--- src/core/reset_trap_pkg.sv ---
// Constants, encodings and register map for the reset trap sequencer.
// Contract
// - During power reset the drive control outputs go to a safe state.
// - All three reset traps enter one routine that ends in the idle loop.
// - Any reset trap aborts work and sets the abnormal-completion status bit.
// - I/O reset drives general interface reset without waiting for the clock.
// - I/O reset is latched, synchronised, then treated like other interrupts.
// - Synced abort gives group select, vector 000; jump on next edge.
// - Datapath byte clocks are suppressed while the trap is active.
// - During a trap the select code is 101100 with carry-in 0; push and jump.
// - Trap gates only datapath clocks; sequencer keeps running.
// - The jump edge also releases the trap, so it lasts one clock.
// - After the jump the datapath clocks run again for the first instruction.
// - Second trap instruction tests a board jumper to choose the self-test.
// - A clock-stop microword bit suppresses the next datapath clock.
// - On I/O reset release a quiet-window pulse clears the interrupt latch.
// - Power-fail warning traps the same way but gives no interface reset.
// - Power-fail warning has first priority in the encoder.
// - With no trap the datapath takes the function code and executes.
// - Vectors by priority: abort 000, then 010, 020, 030, 040.
// - Power reset clears the microprogram address, keeps the return entry and holds vector 000.
package reset_trap_pkg;
	localparam int          CLK_PERIOD_NS  = 40;
	localparam int          TRAP_PERIOD_NS = 300;
	localparam int          TRAP_CYCLES    = (TRAP_PERIOD_NS / CLK_PERIOD_NS < 1) ? 1 : 1;
	localparam int          ADDR_W         = 9;
	localparam int          FUNC_W         = 7;
	localparam int          NUM_IRQ        = 4;
	// Sequencer select codes; the trap code is fixed by the address generator.
	localparam logic [5:0]  SEL_TRAP       = 6'h2c;
	localparam logic [5:0]  SEL_NEXT       = 6'h00;
	localparam logic [5:0]  SEL_JUMP       = 6'h04;
	localparam logic [5:0]  SEL_POP        = 6'h08;
	localparam logic [5:0]  SEL_PUSHJ      = 6'h0c;
	localparam logic        TRAP_CARRY     = 1'h0;
	localparam logic        SEQ_CARRY      = 1'h1;
	// Branch control field of the microword.
	typedef enum logic [2:0] {
		BR_CONTINUE = 3'h0,
		BR_JUMP     = 3'h1,
		BR_COND     = 3'h2,
		BR_RETURN   = 3'h3,
		BR_CALL     = 3'h4,
		BR_JUMPER   = 3'h5
	} branch_t;
	localparam logic [2:0]  VEC_ABORT      = 3'h0;
	localparam logic [8:0]  IDLE_ADDR      = 9'h1f9;
	localparam logic [8:0]  ADDR_ZERO      = 9'h000;
	// Register map, byte addresses of aligned words.
	localparam logic [7:0]  REG_CTRL       = 8'h00;
	localparam logic [7:0]  REG_STATUS     = 8'h04;
	localparam int          CTRL_JUMPER    = 0;
	localparam int          ST_ABNORMAL    = 0;
	localparam int          ST_ROUTINE     = 1;
	localparam int          ST_ABORT       = 2;
	localparam int          ST_ADDR_LSB    = 16;
	localparam logic        CTRL_RESET     = 1'h0;
endpackage

--- src/core/reset_trap_sequencer.sv ---
// Reset trap sequencer: abort latch, synchroniser, encoder, microsequencer, datapath clock gating.
`timescale 1ns/100ps
module reset_trap_sequencer (
	input  wire logic        clk_sys_in,                      // System and micro clock, 25 MHz.
	input  wire logic        rstn_in,                         // Asynchronous reset, active low.
	input  wire logic        power_reset_n_in,                // Backplane power reset, active low.
	input  wire logic        power_fail_warning_n_in,         // Backplane power-fail warning, active low.
	input  wire logic        io_reset_n_in,                   // Host I/O reset pulse, active low.
	input  wire logic [3:0]  irq_in,                          // Lower interrupt sources, same clock.
	input  wire logic        clock_stop_bit_in,               // Microword clock-stop bit.
	input  wire logic [6:0]  datapath_function_code_in,       // Microword datapath function code.
	input  wire logic [2:0]  branch_ctrl_in,                  // Microword branch control field.
	input  wire logic [8:0]  nra_field_in,                    // Microword next-address field.
	input  wire logic        test_bit_in,                     // Condition under test.
	input  wire logic        wb_cyc_in,                       // Wishbone cycle.
	input  wire logic        wb_stb_in,                       // Wishbone strobe.
	input  wire logic        wb_we_in,                        // Wishbone write enable.
	input  wire logic [7:0]  wb_adr_in,                       // Wishbone byte address.
	input  wire logic [3:0]  wb_sel_in,                       // Wishbone byte selects.
	input  wire logic [31:0] wb_dat_in,                       // Wishbone write data.
	output logic             wb_ack_out,                      // Wishbone acknowledge.
	output logic [31:0]      wb_dat_out,                      // Wishbone read data.
	output logic [8:0]       microprogram_address_out,        // Current microprogram address.
	output logic [5:0]       sequencer_select_code_out,       // Select code applied last edge.
	output logic             sequencer_carry_in_out,          // Carry applied last edge.
	output logic             datapath_left_byte_clock_n_out,  // Left byte clock strobe, active low.
	output logic             datapath_right_byte_clock_n_out, // Right byte clock strobe, active low.
	output logic [6:0]       datapath_function_code_out,      // Function code held by datapath.
	output logic             general_interface_reset_b_out,   // Interface reset, active high.
	output logic             device_ctrl_safe_out,            // Drive controls forced safe.
	output logic             interrupt_latch_clear_n_out,     // Interrupt latch clear, active low.
	output logic             clock_quiet_window_out           // Quiet window phase.
);

	////////////////////////////////////////////////////////////////////////////////
	logic        rst_meta_q, rst_n_q;
	logic        prst_n_meta_q, prst_n_sync_q, pfw_n_meta_q, pfw_n_sync_q, iors_n_meta_q, iors_n_sync_q;
	logic        abort_latched_n_q, abort_synced_n_q, trap_release_stage_n_q;
	logic        interrupt_latch_clear_n_q, clock_quiet_window_q;
	logic [8:0]  addr_q, stack_q;
	logic [5:0]  sel_code_q;
	logic        carry_q, left_n_q, right_n_q, gir_q, safe_q;
	logic [6:0]  func_q;
	logic        ack_q, jumper_q, abnormal_q, routine_q;
	logic [31:0] rdata_q;

	// Priority encoder: lowest index wins, index 0 is the abort source.
	function automatic logic [2:0] prio_encode(input logic [4:0] src);
		logic [2:0] code;
		code = 3'h7;
		for (int i = 4; i >= 0; i--) begin
			if (src[i]) begin
				code = 3'(i);
			end
		end
		return code;
	endfunction

	// Reset release through two flip-flops.
	always_ff @(posedge clk_sys_in or negedge rstn_in) begin
		if (!rstn_in) begin
			rst_meta_q <= 1'b0;
			rst_n_q    <= 1'b0;
		end else begin
			rst_meta_q <= 1'b1;
			rst_n_q    <= rst_meta_q;
		end
	end

	// Backplane pins are asynchronous and pass two flip-flops before the trap logic; the interface reset and drive-safe flops take the raw pins.
	always_ff @(posedge clk_sys_in or negedge rst_n_q) begin
		if (!rst_n_q) begin
			prst_n_meta_q <= 1'b1;
			prst_n_sync_q <= 1'b1;
			pfw_n_meta_q  <= 1'b1;
			pfw_n_sync_q  <= 1'b1;
			iors_n_meta_q <= 1'b1;
			iors_n_sync_q <= 1'b1;
		end else begin
			prst_n_meta_q <= power_reset_n_in;
			prst_n_sync_q <= prst_n_meta_q;
			pfw_n_meta_q  <= power_fail_warning_n_in;
			pfw_n_sync_q  <= pfw_n_meta_q;
			iors_n_meta_q <= io_reset_n_in;
			iors_n_sync_q <= iors_n_meta_q;
		end
	end

	////////////////////////////////////////////////////////////////////////////////
	// Trap decode. Power reset forces the group select so the trap holds throughout.
	wire        pr_active      = !prst_n_sync_q;
	wire        abort_source   = !pfw_n_sync_q || !iors_n_sync_q;
	wire [4:0]  int_sources    = {irq_in, !abort_synced_n_q};
	wire [2:0]  abort_vector   = reset_trap_pkg::VEC_ABORT;
	wire        encoder_group_select = (|int_sources) || pr_active;
	wire [2:0]  interrupt_vector_code = pr_active ? abort_vector : prio_encode(int_sources);
	wire        trap           = encoder_group_select && trap_release_stage_n_q;
	wire        trap_zero_low_address = trap;
	wire [8:0]  next_microaddress = trap ? {2'h0, interrupt_vector_code, 4'h0} : nra_field_in;
	wire        abort_trap     = trap && (interrupt_vector_code == abort_vector);
	wire        latch_clear    = iors_n_sync_q && pfw_n_sync_q && !abort_latched_n_q &&
	                             encoder_group_select && clock_quiet_window_q;

	// Abort latch, its synchroniser stage and the trap release stage.
	always_ff @(posedge clk_sys_in or negedge rst_n_q) begin
		if (!rst_n_q) begin
			abort_latched_n_q      <= 1'b1;
			abort_synced_n_q       <= 1'b1;
			trap_release_stage_n_q <= 1'b1;
		end else begin
			// A new abort wins over a clear arriving in the same cycle.
			if (abort_source) begin
				abort_latched_n_q <= 1'b0;
			end else if (!interrupt_latch_clear_n_q || pr_active) begin
				abort_latched_n_q <= 1'b1;
			end
			abort_synced_n_q       <= abort_latched_n_q;
			trap_release_stage_n_q <= pr_active ? 1'b1 : !encoder_group_select;
		end
	end

	// Quiet window alternates each clock; the clear pulse is decided inside it and appears on the clock after.
	always_ff @(posedge clk_sys_in or negedge rst_n_q) begin
		if (!rst_n_q) begin
			clock_quiet_window_q      <= 1'b0;
			interrupt_latch_clear_n_q <= 1'b1;
		end else begin
			clock_quiet_window_q      <= !clock_quiet_window_q;
			interrupt_latch_clear_n_q <= !latch_clear;
		end
	end

	////////////////////////////////////////////////////////////////////////////////
	// Branch decode. The trap overrides every other input of the decoder.
	wire        test_ok  = (branch_ctrl_in == reset_trap_pkg::BR_JUMPER) ? jumper_q : test_bit_in;
	wire        is_cond  = (branch_ctrl_in == reset_trap_pkg::BR_COND) ||
	                       (branch_ctrl_in == reset_trap_pkg::BR_JUMPER);
	wire [5:0]  sel_d    = trap ? reset_trap_pkg::SEL_TRAP :
	                       (branch_ctrl_in == reset_trap_pkg::BR_JUMP)   ? reset_trap_pkg::SEL_JUMP :
	                       (branch_ctrl_in == reset_trap_pkg::BR_RETURN) ? reset_trap_pkg::SEL_POP :
	                       (branch_ctrl_in == reset_trap_pkg::BR_CALL)   ? reset_trap_pkg::SEL_PUSHJ :
	                       (is_cond && test_ok) ? reset_trap_pkg::SEL_JUMP : reset_trap_pkg::SEL_NEXT;
	wire        carry_d  = trap ? reset_trap_pkg::TRAP_CARRY : reset_trap_pkg::SEQ_CARRY;
	wire [8:0]  addr_inc = addr_q + 9'h001;

	// Address generator with one return entry; it runs through the trap, power reset clears the address but keeps the return entry.
	always_ff @(posedge clk_sys_in or negedge rst_n_q) begin
		if (!rst_n_q) begin
			addr_q     <= reset_trap_pkg::ADDR_ZERO;
			stack_q    <= reset_trap_pkg::ADDR_ZERO;
			sel_code_q <= reset_trap_pkg::SEL_NEXT;
			carry_q    <= reset_trap_pkg::SEQ_CARRY;
		end else begin
			sel_code_q <= sel_d;
			carry_q    <= carry_d;
			if (pr_active) begin
				addr_q <= reset_trap_pkg::ADDR_ZERO;
			end else begin
				case (sel_d)
					reset_trap_pkg::SEL_TRAP: begin
						stack_q <= addr_q;
						addr_q  <= next_microaddress;
					end
					reset_trap_pkg::SEL_PUSHJ: begin
						stack_q <= addr_inc;
						addr_q  <= next_microaddress;
					end
					reset_trap_pkg::SEL_JUMP: addr_q <= next_microaddress;
					reset_trap_pkg::SEL_POP:  addr_q <= stack_q;
					default:                  addr_q <= addr_inc;
				endcase
			end
		end
	end

	////////////////////////////////////////////////////////////////////////////////
	// Datapath byte clocks. Gating them alone keeps the sequencer stepping through the trap.
	wire        dp_enable = !trap && !clock_stop_bit_in && !pr_active;

	always_ff @(posedge clk_sys_in or negedge rst_n_q) begin
		if (!rst_n_q) begin
			left_n_q  <= 1'b1;
			right_n_q <= 1'b1;
			func_q    <= 7'h00;
		end else begin
			left_n_q  <= !dp_enable;
			right_n_q <= !dp_enable;
			if (dp_enable) begin
				func_q <= datapath_function_code_in;
			end
		end
	end

	// Interface reset is set straight from the I/O reset pin, so it needs no clock edge.
	always_ff @(posedge clk_sys_in or negedge io_reset_n_in) begin
		if (!io_reset_n_in) begin
			gir_q <= 1'b1;
		end else begin
			gir_q <= pr_active;
		end
	end

	// Drive controls go safe as soon as the power reset pin falls.
	always_ff @(posedge clk_sys_in or negedge power_reset_n_in) begin
		if (!power_reset_n_in) begin
			safe_q <= 1'b1;
		end else begin
			safe_q <= gir_q || pr_active;
		end
	end

	////////////////////////////////////////////////////////////////////////////////
	// Wishbone slave: one wait state, unmapped words read zero and ignore writes.
	wire        wb_req   = wb_cyc_in && wb_stb_in && !ack_q;
	wire        wb_wr    = wb_req && wb_we_in;
	wire        hit_ctrl = (wb_adr_in == reset_trap_pkg::REG_CTRL);
	wire        hit_stat = (wb_adr_in == reset_trap_pkg::REG_STATUS);
	wire        clr_abn  = wb_wr && hit_stat && wb_sel_in[0] && wb_dat_in[reset_trap_pkg::ST_ABNORMAL];
	wire [31:0] status_v = {7'h00, addr_q, 13'h0000, !abort_latched_n_q, routine_q, abnormal_q};
	wire [31:0] ctrl_v   = {31'h00000000, jumper_q};
	wire [31:0] rdata_d  = hit_ctrl ? ctrl_v : (hit_stat ? status_v : 32'h00000000);

	always_ff @(posedge clk_sys_in or negedge rst_n_q) begin
		if (!rst_n_q) begin
			ack_q    <= 1'b0;
			rdata_q  <= 32'h00000000;
			jumper_q <= reset_trap_pkg::CTRL_RESET;
		end else begin
			ack_q <= wb_req;
			if (wb_req) begin
				rdata_q <= rdata_d;
			end
			if (wb_wr && hit_ctrl && wb_sel_in[0]) begin
				jumper_q <= wb_dat_in[reset_trap_pkg::CTRL_JUMPER];
			end
		end
	end

	// Abnormal completion is sticky; an abort trap in the clearing cycle keeps it set.
	always_ff @(posedge clk_sys_in or negedge rst_n_q) begin
		if (!rst_n_q) begin
			abnormal_q <= 1'b0;
			routine_q  <= 1'b0;
		end else begin
			if (abort_trap) begin
				abnormal_q <= 1'b1;
			end else if (clr_abn) begin
				abnormal_q <= 1'b0;
			end
			if (abort_trap) begin
				routine_q <= 1'b1;
			end else if (addr_q == reset_trap_pkg::IDLE_ADDR) begin
				routine_q <= 1'b0;
			end
		end
	end

	// Output drive, all from flip-flops.
	assign wb_ack_out                      = ack_q;
	assign wb_dat_out                      = rdata_q;
	assign microprogram_address_out        = addr_q;
	assign sequencer_select_code_out       = sel_code_q;
	assign sequencer_carry_in_out          = carry_q;
	assign datapath_left_byte_clock_n_out  = left_n_q;
	assign datapath_right_byte_clock_n_out = right_n_q;
	assign datapath_function_code_out      = func_q;
	assign general_interface_reset_b_out   = gir_q;
	assign device_ctrl_safe_out            = safe_q;
	assign interrupt_latch_clear_n_out     = interrupt_latch_clear_n_q;
	assign clock_quiet_window_out          = clock_quiet_window_q;
endmodule

--- config.mk ---
export PLATFORM = sky130hd
export DESIGN_NAME = reset_trap_sequencer
export DESIGN_NICKNAME = d
export VERILOG_FILES = /design/src/core/reset_trap_pkg.sv /design/src/core/reset_trap_sequencer.sv
export SDC_FILE = /design/constraint.sdc
export NUM_CORES = 1
export LEC_CHECK = 0
export BUFFER_PORTS_ARGS = -buffer_cell sky130_fd_sc_hd__buf_4
export CAP_MARGIN = 15
export CORE_MARGIN = 1
export CORE_UTILIZATION = 50
export DETAILED_ROUTE_END_ITERATION = 6
export PLACE_DENSITY = 0.86
export REMOVE_ABC_BUFFERS = 1
export SYNTH_ARGS = -nofsm -noshare
export SYNTH_HDL_FRONTEND = slang
export SYNTH_SLANG_ARGS = --single-unit
--- constraint.sdc ---
create_clock -name clk_sys_in -period 2.5 [get_ports clk_sys_in]
set_input_delay 0.25 -clock clk_sys_in [delete_from_list [all_inputs] [get_ports clk_sys_in]]
set_output_delay 0.25 -clock clk_sys_in [all_outputs]
set_load 0.005 [all_outputs]
# Word level (Yosys, flattened, before mapping)
# Index checks and enable logic that the tools add are counted.
[totals]
regBits = 84
latch_bits = 0
ram_bits = 0
rom_bits = 0
inputBits = 77
out_inout_bits = 62
elab_cells = 108
memories = 0
[classes]
n_addsub = 1
n_mul = 0
div_mod_pow = 0
n_lt_le_gt_ge = 0
eq_ne = 11
n_shift = 0
mux = 26
n_bitwise = 0
n_reduce_logical = 44
[ops]
columns = ["cell", "count"]
rows = [
  ["$mux 25", 2],
  ["$pmux 9 s2", 2],
  ["$mux 3", 6],
  ["$mux 9", 2],
  ["$logic_and 1x1->1", 17],
  ["$logic_not 1->1", 13],
  ["$eq 6x4->1 const B", 2],
  ["$mux 4", 3],
  ["$add 9x1->9 const B", 1],
  ["$eq 9x9->1 const B", 1],
  ["$mux 1", 9],
  ["$eq 8x3->1 const B", 1],
  ["$logic_not 8->1", 1],
  ["$reduce_bool 2->1", 4],
  ["$eq 3x2->1 const B", 2],
  ["$eq 3x3->1 const B", 2],
  ["$eq 6x3->1 const B", 1],
  ["$eq 6x6->1 const B", 1],
  ["$mux 6", 1],
  ["$logic_or 1x1->1", 5],
  ["$reduce_or 5->1", 1],
  ["$eq 3x1->1 const B", 1],
  ["$logic_not 3->1", 1],
  ["$reduce_or 3->1", 1],
  ["2 further kinds", 2],
]

# Depth between registers and ports, before layout
# Gate-level depths: netlist (run 1).
[depth]
word_depth = 12
ltp_mapped = 7
mapped_depth_nobuf = 6

# Worst setup path before layout (run 1)
# OpenSTA, ideal clock, no wires.
[synth_timing]
path_type = "register -> register"
from = "reg abort_synced_n_q"
to = "reg func_q[0] (netlist: datapath_function_code_out[0])"
setup_ns = 0.125
arrival_time_ns = 1.932
required_ns = 2.375
path_slack_ns = 0.443
stages_incl_launch_ff = 7
n_path_buf = 1
synth_period_minus_slack_ns = 2.057
path_cell_list = "dfstp_2 -> or4b_4 -> o21ai_4 -> nand2_4 -> or2_1 -> buf_6 -> mux2_4"
[synth_via]
elab_chain_len = 7
[synth_lines]
columns = ["element", "line_no", "source"]
rows = [
  ["from (decl)", "reset_trap_sequencer.sv:38", "logic abort_latched_n_q, abort_synced_n_q, trap_release_stage_n_q;"],
  ["from (signal assigned)", "reset_trap_sequencer.sv:117", "abort_synced_n_q <= abort_latched_n_q;"],
  ["$logic_not 1->1", "reset_trap_sequencer.sv:93", "wire [4:0] int_sources = {irq_in, !abort_synced_n_q};"],
  ["$reduce_or 5->1", "reset_trap_sequencer.sv:95", "wire encoder_group_select = (|int_sources) || pr_active;"],
  ["$logic_or 1x1->1", "reset_trap_sequencer.sv:95", ""],
  ["$logic_and 1x1->1", "reset_trap_sequencer.sv:97", "wire trap = encoder_group_select && trap_release_stage_n_q;"],
  ["$logic_not 1->1", "reset_trap_sequencer.sv:178", "wire dp_enable = !trap && !clock_stop_bit_in && !pr_active;"],
  ["$logic_and 1x1->1 (2 in series)", "reset_trap_sequencer.sv:178", ""],
  ["to (signal assigned)", "reset_trap_sequencer.sv:189", "func_q <= datapath_function_code_in;"],
  ["to (decl)", "reset_trap_sequencer.sv:43", "logic [6:0] func_q;"],
]
# No other way between the ends.
# A chain may end at the register's enable or synchronous reset.

# Worst setup path after layout (run 1)
[layout_timing]
from = "reg abort_synced_n_q"
to = "reg func_q[3] (netlist: datapath_function_code_out[3])"
# The elaborated chain is that of the path after synthesis.

==> results of run 1 <==
-- critical path, delay by kind of cell (launching register included) --
kind | cells | cell delay, ns
muxes | 1 | 0.37
and+or+nand+nor | 3 | 1.04
AOI/OAI and AO/OA | 1 | 0.20
DFF | 1 | 0.56
-- routing by layer --
metal | vias to the layer above | global-route usage [%]
met1 | 1163 | 28.6
met2 | 115 | 36.6
li1 | 1093 | -
met4 | 0 | 12.2
met3 | 15 | 6.98
met5 | - | 0
-- where the power goes --
part           leakage (uW)  switching [uW]  internal [uW]
Sequential         0.000748            62.8           1070
Clock             0.0000824             379            383
Combinational      0.000942             146            179
-- synth_stat cells (5+ instances only) --
cell type	n	area (um^2)
a2111oi_0	6	52.6
a21oi_1	16	80.1
a22o_1	11	96.3
buf_4	24	180
clkbuf_1	8	30.0
dfrtp_1	47	1180
dfstp_2	14	368
inv_1	7	26.3
mux2_4	7	105
nand2_1	22	82.6
nand2b_1	5	31.3
nand3_1	10	50.1
nor2_1	24	90.1
nor3_1	5	25.0
o21ai_0	6	30.0
xor2_1	5	43.8
-- area by class of cell --
class / instances / area [um^2]
fillers: 438 / 1830
clock inverters: 4 / 25.0
flip-flops and latches: 61 / 1550
repair buffers: 91 / 693
inverters: 8 / 30.0
multi-input cells: 188 / 1180
well taps: 72 / 90.1
clock buffers: 12 / 145
-- flip-flops by register name, indices dropped and copies added (netlist names), 3 cells and up --
register	cells
datapath_function_code_out	7
wb_dat_out	12
microprogram_address_out	9
stack_q	9
sequencer_select_code_out	3
-- per-stage QoR --
stage | instance area [um^2] | hold WS [ns] | util [%] | power (uW) | setup WS [ns]
floorplan | 2750 | -0.0456 | - | 1280 | 0.391
global placement | 3500 | 0.0345 | 63.1 | 1450 | 0.262
detailed placement | 3500 | 0.0340 | 63.1 | 1460 | 0.242
CTS | 3700 | 0.0117 | 66.7 | 2220 | 0.215
global route | 3710 | 0.128 | 66.9 | 2320 | 0.139
finish | 3710 | 0.143 | 66.9 | 2210 | 0.207
-- cell families after synthesis --
| family | Yosys count |
|---|---|
| fa+ha+maj | 2 |
| flops | 61 |
| mux | 9 |
| buf+inv | 44 |
| simple gates | 88 |
| xor+xnor | 7 |
| compound gates | 58 |
| other cells | 2 |
-- how the worst max path moves through the flow --
stage                                          start                                   endpoint  slack, ns  depth (start not counted)
after floorplan           abort_synced_n_q$_DFF_PN1_  datapath_function_code_out[0]$_DFFE_PN0P_       0.39                          5
after global placement    abort_synced_n_q$_DFF_PN1_  datapath_function_code_out[6]$_DFFE_PN0P_       0.26                          5
after detailed placement  abort_synced_n_q$_DFF_PN1_  datapath_function_code_out[3]$_DFFE_PN0P_       0.24                          5
after CTS                 abort_synced_n_q$_DFF_PN1_  datapath_function_code_out[3]$_DFFE_PN0P_       0.21                          5
after global routing      abort_synced_n_q$_DFF_PN1_  datapath_function_code_out[6]$_DFFE_PN0P_       0.14                          5
final                     abort_synced_n_q$_DFF_PN1_  datapath_function_code_out[3]$_DFFE_PN0P_       0.21                          5
==> out/qor.csv, run 1 <==
metric,value,unit
"EDFF count, synth",0,
antenna violations before repair,0,
Top Layer Used,met4,
antenna-violating nets left,0,
clk_lat worst skew,0.34,ns
vias per inst,5.47,
Cells after DPL,416,
H-tree depth,3,
largest family of logic cells by synthesized area,simple AND/OR/NAND/NOR gates,
Synth Area in Compound Gates,14.6,%
Resized cells post-CTS,0,
area growth from synthesis to layout,27.6,%
die height,78.2,um
total grt overflow,0,
sequential share of the synthesized area,53.1,%
total CTS buffers,9,
met3 WL post-DR,503,um
fin cells,436,
layout cells sized above 1,36.5,%
top_reg_cell synth,dfrtp_1,
hold bufs inserted after CTS,3,
"leading cell type in the layout, fill and taps excluded",buf_4,
core area,5540,um^2
R2R setup slack,0.21,ns
first-pass GRT wire length,10.7,mm
Max Root-Sink Buffers,2,
Register-to-Register Path Depth,5,
met2 routed WL,3.25,mm
vias in the first global route,2258,
Residual DRC,0,
Wirelength per Cell,15.3,um
wl on met1,2.78,mm
Die Area,6120,um^2
PortBufs,81,
Clock transition at path regs,0.07,ns
Post-CTS Setup Bufs,0,
"Distinct cells, synth",53,
# diodes,0,
min-delay worst type,primary input to flip-flop,
final setup fails,0,
CTS tree,built,
Ys Warns,0,
Chip Width,78.2,um
I/O Pins,139,
Critical Path Sink Type,flip-flop,
Critical Path RT,2.72,ns
Worst Skew,0.00721,ns
setup tns final,0,ns
Post-Syn Area,2910,um^2
drt total wl,6.66,mm
"FF+latch count, synth",61,
GPL Wtd Cong,0.886,
fin crit period,2.29,ns
Total Routing Usage GR,23.2,%
Critical Path Source Type,flip-flop,
Final Hold Viols,0,
Synth Area in XOR/XNOR,2.11,%
worst r2r dst,datapath_function_code_out[3]$_DFFE_PN0P_,
"Avg Cell Area, Syn",10.7,um^2
pin count of the biggest net entering global routing,41,
Post-Synthesis Cells,271,
Vias,2386,
simple-gate share of the synthesized area,15.5,%
Detailed Place HPWL,4.74,mm
Peak VDD IR,0.000394,V
Final Cycle Share,91.7,%
adder-cell area share of the yosys netlist,0.861,%
"Slew Viols, Final",0,
worst-path cell chain,or4b_4 > o21ai_4 > nand2_4 > or2_1 > mux2_4,
HP Start,datapath_function_code_in[4],
CP peak stage delay,0.56,ns
largest fanout on the critical path,9,
MaxCap Viol Count,0,
slowest CP cell,dfstp_2,
ys async rst share,100,%
most frequent cells in the layout,"87 x buf_4, 46 x dfrtp_1, 24 x nor2_1, 24 x conb_1, 22 x nand2_1",
DR iter-0 viols,220,
r2r startpoint,abort_synced_n_q$_DFF_PN1_,
Total Nets Final,438,
DR pass1 iterations,4,
Hold Path End,datapath_function_code_out[4]$_DFFE_PN0P_,
row count,27,
crit path DAT,2.51,ns
CTS root buffer,clkbuf_8,
status,finished clean,
clock sinks,61,
Power Dens Cells,597,nW/um^2
Max Fclk,0.436,GHz
Initial Utilization,52.4,%
hold-critical path depth,2,
post-synthesis mux area share,4.35,%
RSZ-0062 raised after global routing,no,
CP Class,flip-flop to flip-flop,
static leakage,0.00177,uW
(Power assumes the default switching activity.)
==> inputs of run 2 (changes only) <==
--- a/config.mk
+++ b/config.mk
@@ -11,7 +11,7 @@
 export CORE_UTILIZATION = 50
 export DETAILED_ROUTE_END_ITERATION = 6
 export PLACE_DENSITY = 0.86
-export REMOVE_ABC_BUFFERS = 1
+export SLEW_MARGIN = 15
 export SYNTH_ARGS = -nofsm -noshare
 export SYNTH_HDL_FRONTEND = slang
 export SYNTH_SLANG_ARGS = --single-unit
==> run 2 against run 1 <==
  * Clock skew about the same
  * Critical endpoint is now datapath_function_code_out[5]$_DFFE_PN0P_
  * Sequential power about the same
  * Core utilization increased by 0.68 points
==> out/qor.csv, run 2 (synthesis gave the netlist of run 1 again) <==
metric,value,unit
Max Root-Sink Buffers,2,
Total Nets Final,438,
DR iter-0 viols,139,
clock sinks,61,
Power Dens Cells,629,nW/um^2
vias per inst,5.32,
# diodes,0,
Initial Utilization,52.4,%
final setup fails,0,
"Slew Viols, Final",0,
Peak VDD IR,0.000547,V
antenna-violating nets left,0,
post-layout instance area,3740,um^2
worst-path cell chain,or4b_4 > o21ai_4 > nand2_4 > or2_1 > mux2_4,
Slew HR,35.1,%
Critical Path Source Type,flip-flop,
antenna violations before repair,0,
Critical Path RT,2.72,ns
vias in the first global route,2274,
total CTS buffers,9,
CTS tree,built,
Clock transition at path regs,0.07,ns
most frequent cells in the layout,"88 x buf_4, 46 x dfrtp_1, 24 x nor2_1, 24 x conb_1, 22 x nand2_1",
status,finished clean,
total grt overflow,0,
Vias,2320,
setup tns final,0,ns
Detailed Place HPWL,4.93,mm
clk_lat worst skew,0.34,ns
Crit path depth,5,
area growth from synthesis to layout,28.9,%
H-tree depth,3,
Chip Width,78.2,um
crit-path leading delay family,simple AND/OR/NAND/NOR gates,
fin cells,436,
GPL Wtd Cong,0.866,
Register-to-Register Path Depth,5,
Wirelength per Cell,15.4,um
CP Class,flip-flop to flip-flop,
Cells after DPL,417,
static leakage,0.00179,uW
CTS root buffer,clkbuf_8,
RSZ-0062 raised after global routing,no,
row count,27,
Final Cycle Share,91.8,%
min-delay worst type,primary input to flip-flop,
MaxCap Viol Count,0,
pin count of the biggest net entering global routing,47,
Total Routing Usage GR,23.9,%
Max Fclk,0.436,GHz
PortBufs,81,
core area,5540,um^2
die height,78.2,um
CP peak stage delay,0.56,ns
crit path DAT,2.52,ns
Residual DRC,0,
"leading cell type in the layout, fill and taps excluded",buf_4,
Post-CTS Setup Bufs,0,
I/O Pins,139,
hold-critical path depth,1,
drt total wl,6.73,mm
largest fanout on the critical path,9,
Worst Skew,0.00715,ns
"Cell Area, Placed",3500,um^2
actual slew at the worst max-slew pin,0.973,ns
layout cells sized above 1,37.4,%
Resized cells post-CTS,0,
Critical Path Sink Type,flip-flop,
DR pass1 iterations,4,
Die Area,6120,um^2
Final Hold Viols,0,
first-pass GRT wire length,11.0,mm
fin crit period,2.30,ns
slowest CP cell,dfstp_2,
critical path buffer and inverter count,0,
Largest register FFs,12,
-- run 2: report_power, final --
part	internal [uW]	switching [uW]	leakage, uW
combinational	179	137	0.000943
sequential	1060	70.4	0.000748
clock	514	390	0.000102
total	1760	597	0.00179
-- run 2: routing by layer --
| layer | vias to the layer above | track usage, % | wire (um) |
|---|---|---|---|
| li1 | 1089 | - | - |
| met1 | 1107 | 30.7 | 2730 |
| met2 | 114 | 38.9 | 3410 |
| met3 | 10 | 5.47 | 510 |
| met4 | 0 | 9.81 | 79 |
| met5 | - | 0 | 0 |
-- run 2: final timing paths --
check / from / endpoint / slack, ns
min reg2reg: iors_n_meta_q$_DFF_PN1_ / iors_n_sync_q$_DFF_PN1_ / 0.36
min: power_fail_warning_n_in / pfw_n_meta_q$_DFF_PN1_ / 0.02
max: abort_synced_n_q$_DFF_PN1_ / datapath_function_code_out[5]$_DFFE_PN0P_ / 0.20
max in group asynchronous: rst_n_q$_DFF_PN0_ / abnormal_q$_DFFE_PN0P_ / 1.39
max reg2reg: abort_synced_n_q$_DFF_PN1_ / datapath_function_code_out[5]$_DFFE_PN0P_ / 0.20
min in group asynchronous: rstn_in / rst_n_q$_DFF_PN0_ / 0.22
-- run 2: metrics by stage --
| stage | hold slack [ns] | utilization [%] | total power, uW | setup slack [ns] |
|---|---|---|---|---|
| 5_1_grt | 0.00308 | 67.6 | 2460 | 0.131 |
| 6_report | 0.0198 | 67.6 | 2360 | 0.204 |
| 3_5_place_dp | 0.0377 | 63.3 | 1470 | 0.218 |
| 3_3_place_gp | 0.0338 | 63.3 | 1450 | 0.257 |
| 2_1_floorplan | -0.0456 | - | 1320 | 0.443 |
| 4_1_cts | 0.00624 | 67.6 | 2370 | 0.193 |
-- run 2: what timing repair did --
action,4_1_cts,5_1_grt
hold buffers,3,0
endpoints found under the hold margin,4,0
setup endpoints to repair,0,0
-- run 2: area by class of cell --
class	instances	area (um^2)
inverter	8	30.0
multi-input combinational	188	1180
clock inverter	5	58.8
tap	72	90.1
clock buffer	11	151
timing repair buffer	91	691
sequential	61	1550
fill	438	1800
==> inputs of run 3 (changes only) <==
--- a/config.mk
+++ b/config.mk
@@ -10,7 +10,7 @@
 export CORE_MARGIN = 1
 export CORE_UTILIZATION = 50
 export DETAILED_ROUTE_END_ITERATION = 6
-export PLACE_DENSITY = 0.86
+export PLACE_DENSITY = 0.95
 export SLEW_MARGIN = 15
 export SYNTH_ARGS = -nofsm -noshare
 export SYNTH_HDL_FRONTEND = slang
==> constraint.sdc (replaced) <==
create_clock -name clk_sys_in -period 2.8 [get_ports clk_sys_in]
set_input_delay 0.28 -clock clk_sys_in [delete_from_list [all_inputs] [get_ports clk_sys_in]]
set_output_delay 0.28 -clock clk_sys_in [all_outputs]
set_load 0.005 [all_outputs]
==> run 3 against run 2 <==
  * Register-to-register slack improved by 0.28 ns
  * Core utilization rose by 0.34 points
  * Power is 3.2% lower
  * Flip-flop and latch count did not move
  * Clock power grew 9.2%
  * Count of clock-buffer cells in the layout grew 2
  * Critical endpoint is now datapath_function_code_out[6]$_DFFE_PN0P_
  * Largest power group unchanged
==> out/qor.csv, run 3 (synthesis gave the netlist of run 1 again) <==
metric,value,unit
CP Class,flip-flop to flip-flop,
Clock transition at path regs,0.07,ns
Worst Skew,0.00710,ns
Vias,2370,
Total Routing Usage GR,23.5,%
CP peak stage delay,0.56,ns
crit-path leading delay family,simple AND/OR/NAND/NOR gates,
Die Area,6120,um^2
Crit path depth,5,
DR pass1 iterations,5,
Detailed Place HPWL,4.78,mm
worst-path cell chain,or4b_4 > o21ai_4 > nand2_4 > or2_1 > mux2_4,
status,finished clean,
total CTS buffers,9,
HP Start,power_fail_warning_n_in,
# diodes,0,
Critical Path RT,3.01,ns
core area,5540,um^2
Final Hold Viols,0,
Slew HR,46.4,%
first-pass GRT wire length,10.9,mm
Cells after DPL,413,
Clk pwr share,43.3,%
Setup crit start,abort_synced_n_q$_DFF_PN1_,
fin crit period,2.32,ns
Total Nets Final,434,
Residual DRC,0,
"leading cell type in the layout, fill and taps excluded",buf_4,
clk_lat worst skew,0.33,ns
Max Root-Sink Buffers,2,
Hold Path End,pfw_n_meta_q$_DFF_PN1_,
Max Fclk,0.432,GHz
drt total wl,6.74,mm
Hold WS,0.0580,ns
setup tns final,0,ns
sequential share of power,44.4,%
MaxCap Viol Count,0,
total grt overflow,0,
Switch Pwr,507,uW
clock sinks,61,
worst r2r dst,datapath_function_code_out[6]$_DFFE_PN0P_,
Final Cycle Share,82.7,%
antenna violations before repair,0,
H-tree depth,3,
Internal,1770,uW
fin cells,432,
crit path DAT,2.53,ns
Largest register FFs,12,
DR iter-0 viols,171,
Chip Width,78.2,um
Critical Path Source Type,flip-flop,
hold-critical path depth,1,
antenna-violating nets left,0,
vias per inst,5.49,
"Slew Viols, Final",0,
CTS root buffer,clkbuf_8,
combinational group share of total power,12.4,%
CTS tree,built,
vias in the first global route,2284,
min-delay worst type,primary input to flip-flop,
final setup fails,0,
Layout fillers,436,
Register-to-Register Path Depth,5,
Power Dens Cells,606,nW/um^2
layout cells sized above 1,36.4,%
GPL Wtd Cong,0.889,
R2R setup slack,0.48,ns
I/O Pins,139,
static leakage,0.00180,uW
sw frac,22.3,%
die height,78.2,um
Peak VDD IR,0.000337,V
Post-CTS Setup Bufs,0,
RSZ-0062 raised after global routing,no,
Initial Utilization,52.4,%
PortBufs,81,
r2r startpoint,abort_synced_n_q$_DFF_PN1_,
actual slew at the worst max-slew pin,0.802,ns
slowest CP cell,dfstp_2,
critical path buffer and inverter count,0,
row count,27,
largest fanout on the critical path,9,
Wirelength per Cell,15.6,um
pin count of the biggest net entering global routing,38,
most frequent cells in the layout,"84 x buf_4, 46 x dfrtp_1, 24 x nor2_1, 24 x conb_1, 22 x nand2_1",
area growth from synthesis to layout,29.5,%
Critical Path Sink Type,flip-flop,
==> run 3: area by class of cell <==
class / count / area (um^2) / share of cell area [%]
flip-flops and latches: 61 / 1550 / 41.1
well taps: 72 / 90.1 / 2.39
clock inverters: 3 / 90.1 / 2.39
inverters: 8 / 30.0 / 0.798
multi-input cells: 188 / 1180 / 31.3
repair buffers: 87 / 661 / 17.6
clock buffers: 13 / 169 / 4.49
==> run 3: metal layers <==
layer,global-route usage [%],wire (um)
met1,29.4,2660
met2,38.7,3480
met3,5.93,532
met4,10.0,65
met5,0,0
==> run 3: timing repair <==
item / in CTS / in global routing
hold buffers: 3 / 0
gates resized for setup: 0 / 0
endpoints found under the hold margin: 4 / 0
==> run 3: worst max path at each step <==
stage,end,slack [ns]
4_1_cts,datapath_function_code_out[6]$_DFFE_PN0P_,0.48
3_5_place_dp,datapath_function_code_out[5]$_DFFE_PN0P_,0.51
3_3_place_gp,datapath_function_code_out[5]$_DFFE_PN0P_,0.55
5_1_grt,datapath_function_code_out[6]$_DFFE_PN0P_,0.41
2_1_floorplan,datapath_function_code_out[0]$_DFFE_PN0P_,0.74
6_report,datapath_function_code_out[6]$_DFFE_PN0P_,0.48
==> run 3: per-stage QoR <==
step           total power (uW)  setup slack (ns)  instance area, um^2  util [%]
2_1_floorplan              1180             0.743                 2990         -
3_3_place_gp               1290             0.551                 3470      62.7
3_5_place_dp               1300             0.509                 3470      62.7
4_1_cts                    2290             0.478                 3760      67.9
5_1_grt                    2370             0.405                 3760      67.9
6_report                   2280             0.484                 3760      67.9
==> run 3: worst reg2reg max path: stages (launching register included) <==
cell,delay (ns)
dfstp_2,0.56
or4b_4,0.52
o21ai_4,0.21
nand2_4,0.12
or2_1,0.42
mux2_4,0.36
==> run 3: power groups by stage <==
stage	combinational, uW	clock [uW]	sequential, uW
final	282	987	1010
after global routing	308	1040	1020
after CTS	283	1000	1010
after detailed placement	277	0	1020
after global placement	269	0	1020
after floorplan	161	0	1010
